--- src/inc/risc_dma_consts.svh ---
// Offsets, field positions, codes and reset values of the sequencer
`ifndef RISC_DMA_CONSTS_SVH
`define RISC_DMA_CONSTS_SVH
`define REG_CTRL       8'h00
`define REG_START      8'h04
`define REG_PC         8'h08
`define REG_STATUS     8'h0C
`define CTRL_RUN       0
`define CTRL_CLR_ERR   1
`define F_CNT_HI       11
`define F_CNT_LO       0
`define F_BE_HI        15
`define F_BE_LO        12
`define F_CLR_HI       23
`define F_CLR_LO       20
`define F_SET_HI       19
`define F_SET_LO       16
`define F_IRQ          24
`define F_EOL          26
`define F_SOL          27
`define F_OP_HI        31
`define F_OP_LO        28
`define F_CNT3_HI      27
`define F_CNT3_LO      16
`define F_CODE_HI      3
`define F_CODE_LO      0
`define PACKED_FORMAT_CODE   4'h2
`define PLANAR_FORMAT_CODE   4'h3
`define EVEN_FIELD_NEXT_CODE 4'hC
`define ODD_FIELD_NEXT_CODE  4'h4
`define RST_START      32'h0000_0000
`define RST_STATUS     4'h0
`endif

--- src/inc/risc_dma_pkg.sv ---
// Types of the video capture instruction sequencer
package risc_dma_pkg;
	typedef enum logic [6:0] {
		ST_IDLE   = 7'b0000001,
		ST_FETCH  = 7'b0000010,
		ST_EXEC   = 7'b0000100,
		ST_POP    = 7'b0001000,
		ST_WRITE  = 7'b0010000,
		ST_SYNC   = 7'b0100000,
		ST_FINISH = 7'b1000000
	} state_type;
	typedef enum logic [3:0] {
		OP_PACKED_WRITE           = 4'h1,
		OP_PACKED_SKIP            = 4'h2,
		OP_CONTINUED_PACKED_WRITE = 4'h5,
		OP_JUMP                   = 4'h7,
		OP_SYNC                   = 4'h8,
		OP_THREE_FIFO_PLANAR      = 4'h9
	} op_type;
endpackage

--- src/verilog/video_capture_risc_dma_sequencer.sv ---
// Instruction sequencer of the video capture DMA engine with APB registers
//
// Operation
// - Sync aligns program with FIFO codes
// - Engine loops program forever via jumps
// - Decode write, continued write, skip, sync, jump
// - Decode planar write alongside packed write; no planar skip
// - FIFO status codes switch packed/planar mode
// - Packed write: opcode 0001, two words
// - First word field layout for writes
// - Planar write: opcode 1001, five words
// - Planar second word holds chroma counts
// - Luma address to LUMA_FIFO, red to RED_CHROMA_FIFO
// - Run bit set while idle triggers fetch from start address
// - FIFO words reach bus unaltered
// - Engine discards data to resynchronise
//
// The APB register port and the address map were decided locally.
`timescale 1ns/1ps
`include "risc_dma_consts.svh"

module video_capture_risc_dma_sequencer (
	// Clock and reset
	input  wire logic        sys_clk,
	input  wire logic        rst,
	// APB slave
	input  wire logic        psel,
	input  wire logic        penable,
	input  wire logic        pwrite,
	input  wire logic [7:0]  paddr,
	input  wire logic [31:0] pwdata,
	output logic      [31:0] prdata,
	output logic             pready,
	output logic             pslverr,
	// Instruction fetch through bus initiator
	output logic             fetch_req,
	output logic      [31:0] fetch_addr,
	input  wire logic        fetch_ack,
	input  wire logic [31:0] fetch_data,
	// Pixel write through bus initiator
	output logic             wr_req,
	output logic      [31:0] wr_addr,
	output logic      [31:0] wr_data,
	output logic      [3:0]  wr_be,
	output logic      [1:0]  wr_src,
	input  wire logic        wr_ack,
	// Luma FIFO
	input  wire logic [31:0] luma_fifo_data,
	input  wire logic        luma_fifo_code,
	input  wire logic        luma_fifo_valid,
	output logic             luma_fifo_pop,
	// Blue chroma FIFO
	input  wire logic [31:0] blue_chroma_fifo_data,
	input  wire logic        blue_chroma_fifo_code,
	input  wire logic        blue_chroma_fifo_valid,
	output logic             blue_chroma_fifo_pop,
	// Red chroma FIFO
	input  wire logic [31:0] red_chroma_fifo_data,
	input  wire logic        red_chroma_fifo_code,
	input  wire logic        red_chroma_fifo_valid,
	output logic             red_chroma_fifo_pop,
	// Events
	output logic             irq_event,
	output logic             line_start_flag,
	output logic             line_end_flag
);

	// Words an instruction occupies, from its opcode
	function automatic logic [2:0] op_words(input logic [3:0] op);
		unique case (op)
			risc_dma_pkg::OP_PACKED_WRITE:      op_words = 3'd2;
			risc_dma_pkg::OP_JUMP:              op_words = 3'd2;
			risc_dma_pkg::OP_THREE_FIFO_PLANAR: op_words = 3'd5;
			default:                            op_words = 3'd1;
		endcase
	endfunction

	// Byte count to whole words, rounding a partial word up
	function automatic logic [10:0] to_words(input logic [11:0] bytes);
		logic [12:0] sum;
		sum = {1'b0, bytes} + 13'h0003;
		to_words = sum[12:2];
	endfunction

	risc_dma_pkg::state_type state_q, state_d;
	logic [31:0] ibuf_q [5];
	logic [31:0] ibuf_d [5];
	logic [31:0] start_q, start_d, pc_q, pc_d, addr_q, addr_d, data_q, data_d;
	logic [2:0]  idx_q, idx_d, need_q, need_d;
	logic [1:0]  sel_q, sel_d;
	logic [10:0] left_q, left_d;
	logic [3:0]  pstat_q, pstat_d;
	logic        run_q, run_d, err_q, err_d, planar_q, planar_d, skip_q, skip_d;
	logic        irq_q, irq_d, sol_q, sol_d, eol_q, eol_d;
	logic [31:0] rdata_q, rdata_d;
	logic [31:0] f_data;
	logic        f_code, f_valid;
	logic [3:0]  op;
	logic        apb_wr, apb_rd, hit;
	logic        err_set;

	assign op     = ibuf_q[0][`F_OP_HI:`F_OP_LO];
	assign apb_wr = psel && penable && pwrite;
	assign apb_rd = psel && !penable && !pwrite;
	assign hit    = (paddr == `REG_CTRL) || (paddr == `REG_START) ||
			(paddr == `REG_PC) || (paddr == `REG_STATUS);

	// Zero-wait slave; data latched in setup so it is a flip-flop in access
	assign pready  = 1'b1;
	assign pslverr = psel && penable && !hit;
	assign prdata  = rdata_q;

	// Selected FIFO; bit 0 stays bit 0 all the way to the bus
	always_comb begin
		unique case (sel_q)
			2'd1:    begin f_data = blue_chroma_fifo_data; f_code = blue_chroma_fifo_code;
				f_valid = blue_chroma_fifo_valid; end
			2'd2:    begin f_data = red_chroma_fifo_data; f_code = red_chroma_fifo_code;
				f_valid = red_chroma_fifo_valid; end
			default: begin f_data = luma_fifo_data; f_code = luma_fifo_code;
				f_valid = luma_fifo_valid; end
		endcase
	end

	// Pops: selected FIFO while moving, every FIFO while syncing
	always_comb begin
		luma_fifo_pop        = 1'b0;
		blue_chroma_fifo_pop = 1'b0;
		red_chroma_fifo_pop  = 1'b0;
		if (state_q == risc_dma_pkg::ST_SYNC) begin
			luma_fifo_pop        = luma_fifo_valid;
			blue_chroma_fifo_pop = blue_chroma_fifo_valid;
			red_chroma_fifo_pop  = red_chroma_fifo_valid;
		end else if (state_q == risc_dma_pkg::ST_POP && left_q != 11'd0) begin
			luma_fifo_pop        = (sel_q == 2'd0) && luma_fifo_valid;
			blue_chroma_fifo_pop = (sel_q == 2'd1) && blue_chroma_fifo_valid;
			red_chroma_fifo_pop  = (sel_q == 2'd2) && red_chroma_fifo_valid;
		end
	end

	assign fetch_req  = (state_q == risc_dma_pkg::ST_FETCH);
	assign fetch_addr = pc_q;
	assign wr_req     = (state_q == risc_dma_pkg::ST_WRITE);
	assign wr_addr    = addr_q;
	assign wr_data    = data_q;
	assign wr_be      = ibuf_q[0][`F_BE_HI:`F_BE_LO];
	assign wr_src     = sel_q;
	assign irq_event  = irq_q;
	assign line_start_flag = sol_q;
	assign line_end_flag   = eol_q;

	// Next state of the whole sequencer and its registers
	always_comb begin
		state_d  = state_q;
		ibuf_d   = ibuf_q;
		start_d  = start_q;
		pc_d     = pc_q;
		addr_d   = addr_q;
		data_d   = data_q;
		idx_d    = idx_q;
		need_d   = need_q;
		sel_d    = sel_q;
		left_d   = left_q;
		pstat_d  = pstat_q;
		run_d    = run_q;
		err_d    = err_q;
		planar_d = planar_q;
		skip_d   = skip_q;
		irq_d    = 1'b0;
		sol_d    = 1'b0;
		eol_d    = 1'b0;
		rdata_d  = rdata_q;
		err_set  = 1'b0;

		// Register reads, captured in the setup cycle
		if (apb_rd) begin
			unique case (paddr)
				`REG_CTRL:   rdata_d = {31'h0, run_q};
				`REG_START:  rdata_d = start_q;
				`REG_PC:     rdata_d = pc_q;
				`REG_STATUS: rdata_d = {18'h0, state_q, planar_q, err_q,
						run_q, pstat_q};
				default:     rdata_d = 32'h0000_0000;
			endcase
		end

		unique case (state_q)
			risc_dma_pkg::ST_IDLE: begin
				if (run_q) begin
					pc_d    = start_q;
					idx_d   = 3'd0;
					state_d = risc_dma_pkg::ST_FETCH;
				end
			end
			risc_dma_pkg::ST_FETCH: begin
				if (fetch_ack) begin
					ibuf_d[idx_q] = fetch_data;
					pc_d          = pc_q + 32'h0000_0004;
					idx_d         = idx_q + 3'd1;
					if (idx_q == 3'd0)
						need_d = op_words(fetch_data[`F_OP_HI:`F_OP_LO]);
					if ((idx_q == 3'd0 &&
							op_words(fetch_data[`F_OP_HI:`F_OP_LO]) == 3'd1) ||
							(idx_q != 3'd0 && idx_q + 3'd1 == need_q))
						state_d = risc_dma_pkg::ST_EXEC;
				end
			end
			risc_dma_pkg::ST_EXEC: begin
				idx_d  = 3'd0;
				sel_d  = 2'd0;
				sol_d  = ibuf_q[0][`F_SOL];
				skip_d = 1'b0;
				left_d = to_words(ibuf_q[0][`F_CNT_HI:`F_CNT_LO]);
				// Bit 25 and unlisted fields are never looked at
				unique case (op)
					risc_dma_pkg::OP_PACKED_WRITE: begin
						addr_d  = ibuf_q[1];
						state_d = risc_dma_pkg::ST_POP;
					end
					risc_dma_pkg::OP_CONTINUED_PACKED_WRITE:
						state_d = risc_dma_pkg::ST_POP;
					risc_dma_pkg::OP_PACKED_SKIP: begin
						skip_d  = 1'b1;
						state_d = risc_dma_pkg::ST_POP;
					end
					risc_dma_pkg::OP_THREE_FIFO_PLANAR: begin
						addr_d  = ibuf_q[2];
						state_d = risc_dma_pkg::ST_POP;
					end
					risc_dma_pkg::OP_JUMP: begin
						pc_d    = ibuf_q[1];
						state_d = risc_dma_pkg::ST_FINISH;
					end
					risc_dma_pkg::OP_SYNC:
						state_d = risc_dma_pkg::ST_SYNC;
					default: begin
						// Unknown opcode stops the engine rather than guess
						err_d   = 1'b1;
						err_set = 1'b1;
						run_d   = 1'b0;
						state_d = risc_dma_pkg::ST_IDLE;
					end
				endcase
			end
			risc_dma_pkg::ST_POP: begin
				if (left_q == 11'd0) begin
					// Planar write steps luma, blue, red
					if (op == risc_dma_pkg::OP_THREE_FIFO_PLANAR && sel_q != 2'd2) begin
						sel_d = sel_q + 2'd1;
						if (sel_q == 2'd0) begin
							left_d = to_words(ibuf_q[1][`F_CNT_HI:`F_CNT_LO]);
							addr_d = ibuf_q[3];
						end else begin
							left_d = to_words(ibuf_q[1][`F_CNT3_HI:`F_CNT3_LO]);
							addr_d = ibuf_q[4];
						end
					end else begin
						state_d = risc_dma_pkg::ST_FINISH;
					end
				end else if (f_valid) begin
					if (f_code) begin
						// Stream ran short: adopt the code and end early
						if (f_data[`F_CODE_HI:`F_CODE_LO] == `PLANAR_FORMAT_CODE)
							planar_d = 1'b1;
						else if (f_data[`F_CODE_HI:`F_CODE_LO] == `PACKED_FORMAT_CODE)
							planar_d = 1'b0;
						state_d = risc_dma_pkg::ST_FINISH;
					end else if (skip_q) begin
						left_d = left_q - 11'd1;
					end else begin
						data_d  = f_data;
						state_d = risc_dma_pkg::ST_WRITE;
					end
				end
			end
			risc_dma_pkg::ST_WRITE: begin
				if (wr_ack) begin
					addr_d  = addr_q + 32'h0000_0004;
					left_d  = left_q - 11'd1;
					state_d = risc_dma_pkg::ST_POP;
				end
			end
			risc_dma_pkg::ST_SYNC: begin
				// Data ahead of the expected code is thrown away
				if (luma_fifo_valid && luma_fifo_code) begin
					if (luma_fifo_data[`F_CODE_HI:`F_CODE_LO] == `PLANAR_FORMAT_CODE)
						planar_d = 1'b1;
					else if (luma_fifo_data[`F_CODE_HI:`F_CODE_LO] == `PACKED_FORMAT_CODE)
						planar_d = 1'b0;
					if (luma_fifo_data[`F_CODE_HI:`F_CODE_LO] ==
							ibuf_q[0][`F_CODE_HI:`F_CODE_LO])
						state_d = risc_dma_pkg::ST_FINISH;
				end
			end
			risc_dma_pkg::ST_FINISH: begin
				pstat_d = (pstat_q & ~ibuf_q[0][`F_CLR_HI:`F_CLR_LO]) |
						ibuf_q[0][`F_SET_HI:`F_SET_LO];
				irq_d   = ibuf_q[0][`F_IRQ];
				eol_d   = ibuf_q[0][`F_EOL];
				idx_d   = 3'd0;
				state_d = run_q ? risc_dma_pkg::ST_FETCH : risc_dma_pkg::ST_IDLE;
			end
		endcase

		// Register writes; a stop lets the current instruction end
		if (apb_wr) begin
			if (paddr == `REG_CTRL) begin
				run_d = pwdata[`CTRL_RUN];
				if (pwdata[`CTRL_CLR_ERR] && !err_set) // A fault in the same cycle wins
					err_d = 1'b0;
			end
			if (paddr == `REG_START)
				start_d = pwdata;
		end
	end

	// Register stage
	always_ff @(posedge sys_clk) begin
		if (rst) begin
			state_q  <= risc_dma_pkg::ST_IDLE;
			for (int i = 0; i < 5; i++)
				ibuf_q[i] <= 32'h0000_0000;
			start_q  <= `RST_START;
			pc_q     <= `RST_START;
			addr_q   <= 32'h0000_0000;
			data_q   <= 32'h0000_0000;
			idx_q    <= 3'd0;
			need_q   <= 3'd1;
			sel_q    <= 2'd0;
			left_q   <= 11'd0;
			pstat_q  <= `RST_STATUS;
			run_q    <= 1'b0;
			err_q    <= 1'b0;
			planar_q <= 1'b0;
			skip_q   <= 1'b0;
			irq_q    <= 1'b0;
			sol_q    <= 1'b0;
			eol_q    <= 1'b0;
			rdata_q  <= 32'h0000_0000;
		end else begin
			state_q  <= state_d;
			ibuf_q   <= ibuf_d;
			start_q  <= start_d;
			pc_q     <= pc_d;
			addr_q   <= addr_d;
			data_q   <= data_d;
			idx_q    <= idx_d;
			need_q   <= need_d;
			sel_q    <= sel_d;
			left_q   <= left_d;
			pstat_q  <= pstat_d;
			run_q    <= run_d;
			err_q    <= err_d;
			planar_q <= planar_d;
			skip_q   <= skip_d;
			irq_q    <= irq_d;
			sol_q    <= sol_d;
			eol_q    <= eol_d;
			rdata_q  <= rdata_d;
		end
	end

endmodule // video_capture_risc_dma_sequencer
--- config.mk ---
export PLATFORM = sky130hd
export DESIGN_NAME = video_capture_risc_dma_sequencer
export DESIGN_NICKNAME = d
export VERILOG_FILES = /design/src/inc/risc_dma_pkg.sv /design/src/verilog/video_capture_risc_dma_sequencer.sv
export VERILOG_INCLUDE_DIRS = /design/src /design/src/inc
export SDC_FILE = /design/constraint.sdc
export NUM_CORES = 1
export LEC_CHECK = 0
export ABC_AREA = 1
export BUFFER_PORTS_ARGS = -buffer_cell sky130_fd_sc_hd__buf_2
export CAP_MARGIN = 20
export CORE_ASPECT_RATIO = 0.8
export CORE_MARGIN = 1
export CORE_UTILIZATION = 45
export CTS_BUF_LIST = sky130_fd_sc_hd__clkbuf_8
export DETAILED_ROUTE_END_ITERATION = 7
export PLACE_DENSITY = 0.77
export SYNTH_ARGS = -nofsm -noshare
export SYNTH_HDL_FRONTEND = slang
export SYNTH_SLANG_ARGS = --single-unit
--- constraint.sdc ---
create_clock -name sys_clk -period 1.8 [get_ports sys_clk]
set_input_delay 0.18 -clock sys_clk [delete_from_list [all_inputs] [get_ports sys_clk]]
set_output_delay 0.18 -clock sys_clk [all_outputs]
set_load 0.1 [all_outputs]
==> flow_summary.toml <==
[synthesis]
synth_cell_type_count = 52
yosys.area.top_type = "dfxtp_1"
synth_top_area_frac = 0.378
seq_area_frac_synth = 0.378
netlist_area_um2 = 18900
ys.flop_type = "dfxtp_1"
synth_edf_count = 0
synth_fp_nets = 3098
syn_inst = 2907
async_flop_share = 0
syn_avg_cell_area_um2 = 6.49
ys_seq_elements = 356
synth_warnings = 0
synth.top_cells.by_area = "dfxtp_1 (38%), nand2_1 (12%), o21ai_0 (9.3%)"

[timing]
finalSetupViolations = 279
finalHoldViolCount = 0
setup-tns-final_ps = -29780
setup_slack_ps = -420
fin_crit_ps = 2220
finalMaxSlewViolations = 0
slew_headroom = 0.527
grt_setup_unrepaired = "yes"
min_period_over_period = 1.23
worstMarginPinSlew_ps = 709
fin_skew_ps = 35.7
timing.fmax_ghz = 0.450

[placed_design]
dp_hpwl_um = 51500
port_buffers = 323
gp_congestion = 0.980
place_ws_ps = -121
place_area_um2 = 23000

[drt]
routed_wl_um = 77900
drtIter0Drc = 2607
viasPerCell = 5.49
firstDrtPassIters = 6
drc_errors = 0
vias = 22700
wire_per_inst_um = 18.8
drtAntennaViolNets = 0

[global_route]
grt_pass1_vias = 20300
grt_overflow = 0
grt.busiest_layer = "met2"
grt_pass1_wl_um = 112000
antenna_found_initial = 0
gr-usage-all-layers = 0.331
grt_max_degree = 78
grt_use_met3 = 0.0676
grt.met1_usage = 0.437
met2_usage = 0.527

[floorplanning]
num_rows = 66
start_util = 0.460
die_w_um = 231
ioPinCount = 325
coreArea_um2 = 41000
die_h_um = 185
die_area_um2 = 42700

[min_path]
worstHoldPathType = "input pin to flop"

[power]
intPower_mw = 16.4
power_density_nw_per_um2 = 989
seqPwrFrac = 0.336
total_power_mw = 27.3
p_switching_mw = 10.9
switching_share = 0.398
clkPwrFrac = 0.288
ir_drop_mv = 0.996
combPwrFrac = 0.375
leakage_nw = 11.8

[setup_path]
cp_data_arrival_time_ps = 2040
endpoint_kind = "output pin"
crit_path_start_kind = "flop"
crit_fanout = 3
critical_path_class = "flop to output pin"
worstPathRequired_ps = 1620
reg2reg_setup_slack_ps = -260

[finish]
syn_to_final_growth_pct = 46.1
final_cell_area_um2 = 27600
fin_nets = 3740
final_common_cell = "nand2_1"
diodes = 0
final_cell_mix = "nand2_1 (575), inv_1 (353), buf_2 (319)"
drive_gt1_frac = 0.305

[flow_run]
cap_viol_max_count = 0

[cts]
clkSlewWorstSetupHoldPaths_ps = 70
root_buffer = "clkbuf_8"
htreeDepth = 2
cts_tree = "done"
cts_sinks = 356
clkLatencyLatePin_ps = 660
cts_buffers = 60
max-clock-path-buffers = 3

[run_status]
violations = "setup timing"
outcome = "complete, but fails checks"
what timing repair did:
item / CTS / global route
setup endpoints to repair: 146 / 292
pin swaps: 37 / 63
hold buffers: 95 / 1
resized for setup: 201 / 267
endpoints found under the hold margin: 217 / 1
cloned: 9 / 16
buffers inserted: 34 / 25
power groups by stage:
| stage | combinational (mW) | sequential (mW) | clock, mW |
|---|---|---|---|
| after floorplan | 3.25 | 11.4 | 0 |
| after global placement | 8.15 | 9.25 | 0 |
| after detailed placement | 8.18 | 9.24 | 0 |
| after CTS | 9.08 | 9.09 | 7.89 |
| after global routing | 10.8 | 9.23 | 8.30 |
| final | 10.2 | 9.17 | 7.85 |
synthesized netlist by cell type, drive strengths merged, types with 3 or more instances:
cell type / count
a211oi: 4
a21boi: 3
a21oi: 334
a22o: 28
a31oi: 4
buf: 37
clkbuf: 123
clkinv: 3
dfxtp: 356
ha: 10
inv: 371
nand2: 627
nand3: 127
nand3b: 3
nand4: 36
nor2: 304
nor3: 42
o211ai: 28
o21ai: 391
o22ai: 37
or2: 8
xnor2: 8
xor2: 9
path summary, 6_finish.rpt:
kind | cells past startpoint | endpoint | from
setup / recovery | 9 | red_chroma_fifo_pop | state_q[2]$_SDFFE_PP0P_
hold / removal | 6 | wr_data[15]$_SDFFE_PP0P_ | blue_chroma_fifo_data[15]
setup reg to reg | 14 | wr_data[29]$_SDFFE_PP0P_ | wr_src[1]$_SDFFE_PP0P_
hold reg to reg | 2 | wr_data[11]$_SDFFE_PP0P_ | wr_data[11]$_SDFFE_PP0P_
per-layer routing:
| layer | part of all wire | up-vias |
|---|---|---|
| met1 | 0.41 | 10300 |
| met2 | 0.44 | 1324 |
| met3 | 0.11 | 220 |
| li1 | - | 10900 |
| met4 | 0.042 | 0 |
| met5 | 0 | - |
per-stage QoR:
stage / cells / hold slack [ps] / util
3_5_place_dp: 3854 / 420 / 0.560
5_1_grt: 4139 / 32.2 / 0.673
6_report: 4139 / 27.8 / 0.673
2_1_floorplan: 2907 / 315 / -
4_1_cts: 4100 / 1.19 / 0.639
3_3_place_gp: 3854 / 404 / 0.560
worst max-delay path, stage by stage, from the launching register on:
cell and delay, ps:
dfxtp_2 330, inv_2 70, nand2_2 60, nor2_4 140, nand2_4 80, a21oi_4 160
buf_6 140, nand2_4 50, a21boi_4 170, buf_12 190
logic make-up (layout without fill, tap and decap cells):
family	count (synthesis)	in the layout	share of synthesized area
and+or+nand+nor	1151	1152	0.258
xor gates and xnor gates	17	17	0.00790
DFF	356	356	0.378
AOI/OAI and AO/OA	838	838	0.238
other	1	1	0.000199
buffers and inverters	534	1221	0.112
adders and majority gates	10	10	0.00664
sequential cells by signal (all words and copies together) (netlist names), 2 cells and up:
name and flops:
fetch_addr 32, ibuf_q 155, idx_q 3, left_q 11, need_q 3, prdata 32, pstat_q 4, start_q 32
state_q 7, wr_addr 32, wr_be 4, wr_data 32, wr_src 2
final cells by class:
type,instances,area [um2]
fill,3361,13400
timing repair buffer,739,6040
inverter,374,1470
tap,544,681
sequential,356,7290
clock inverter,26,178
clock buffer,82,1130
multi-input combinational,2018,10800
Power figures use the tool's default switching activity.
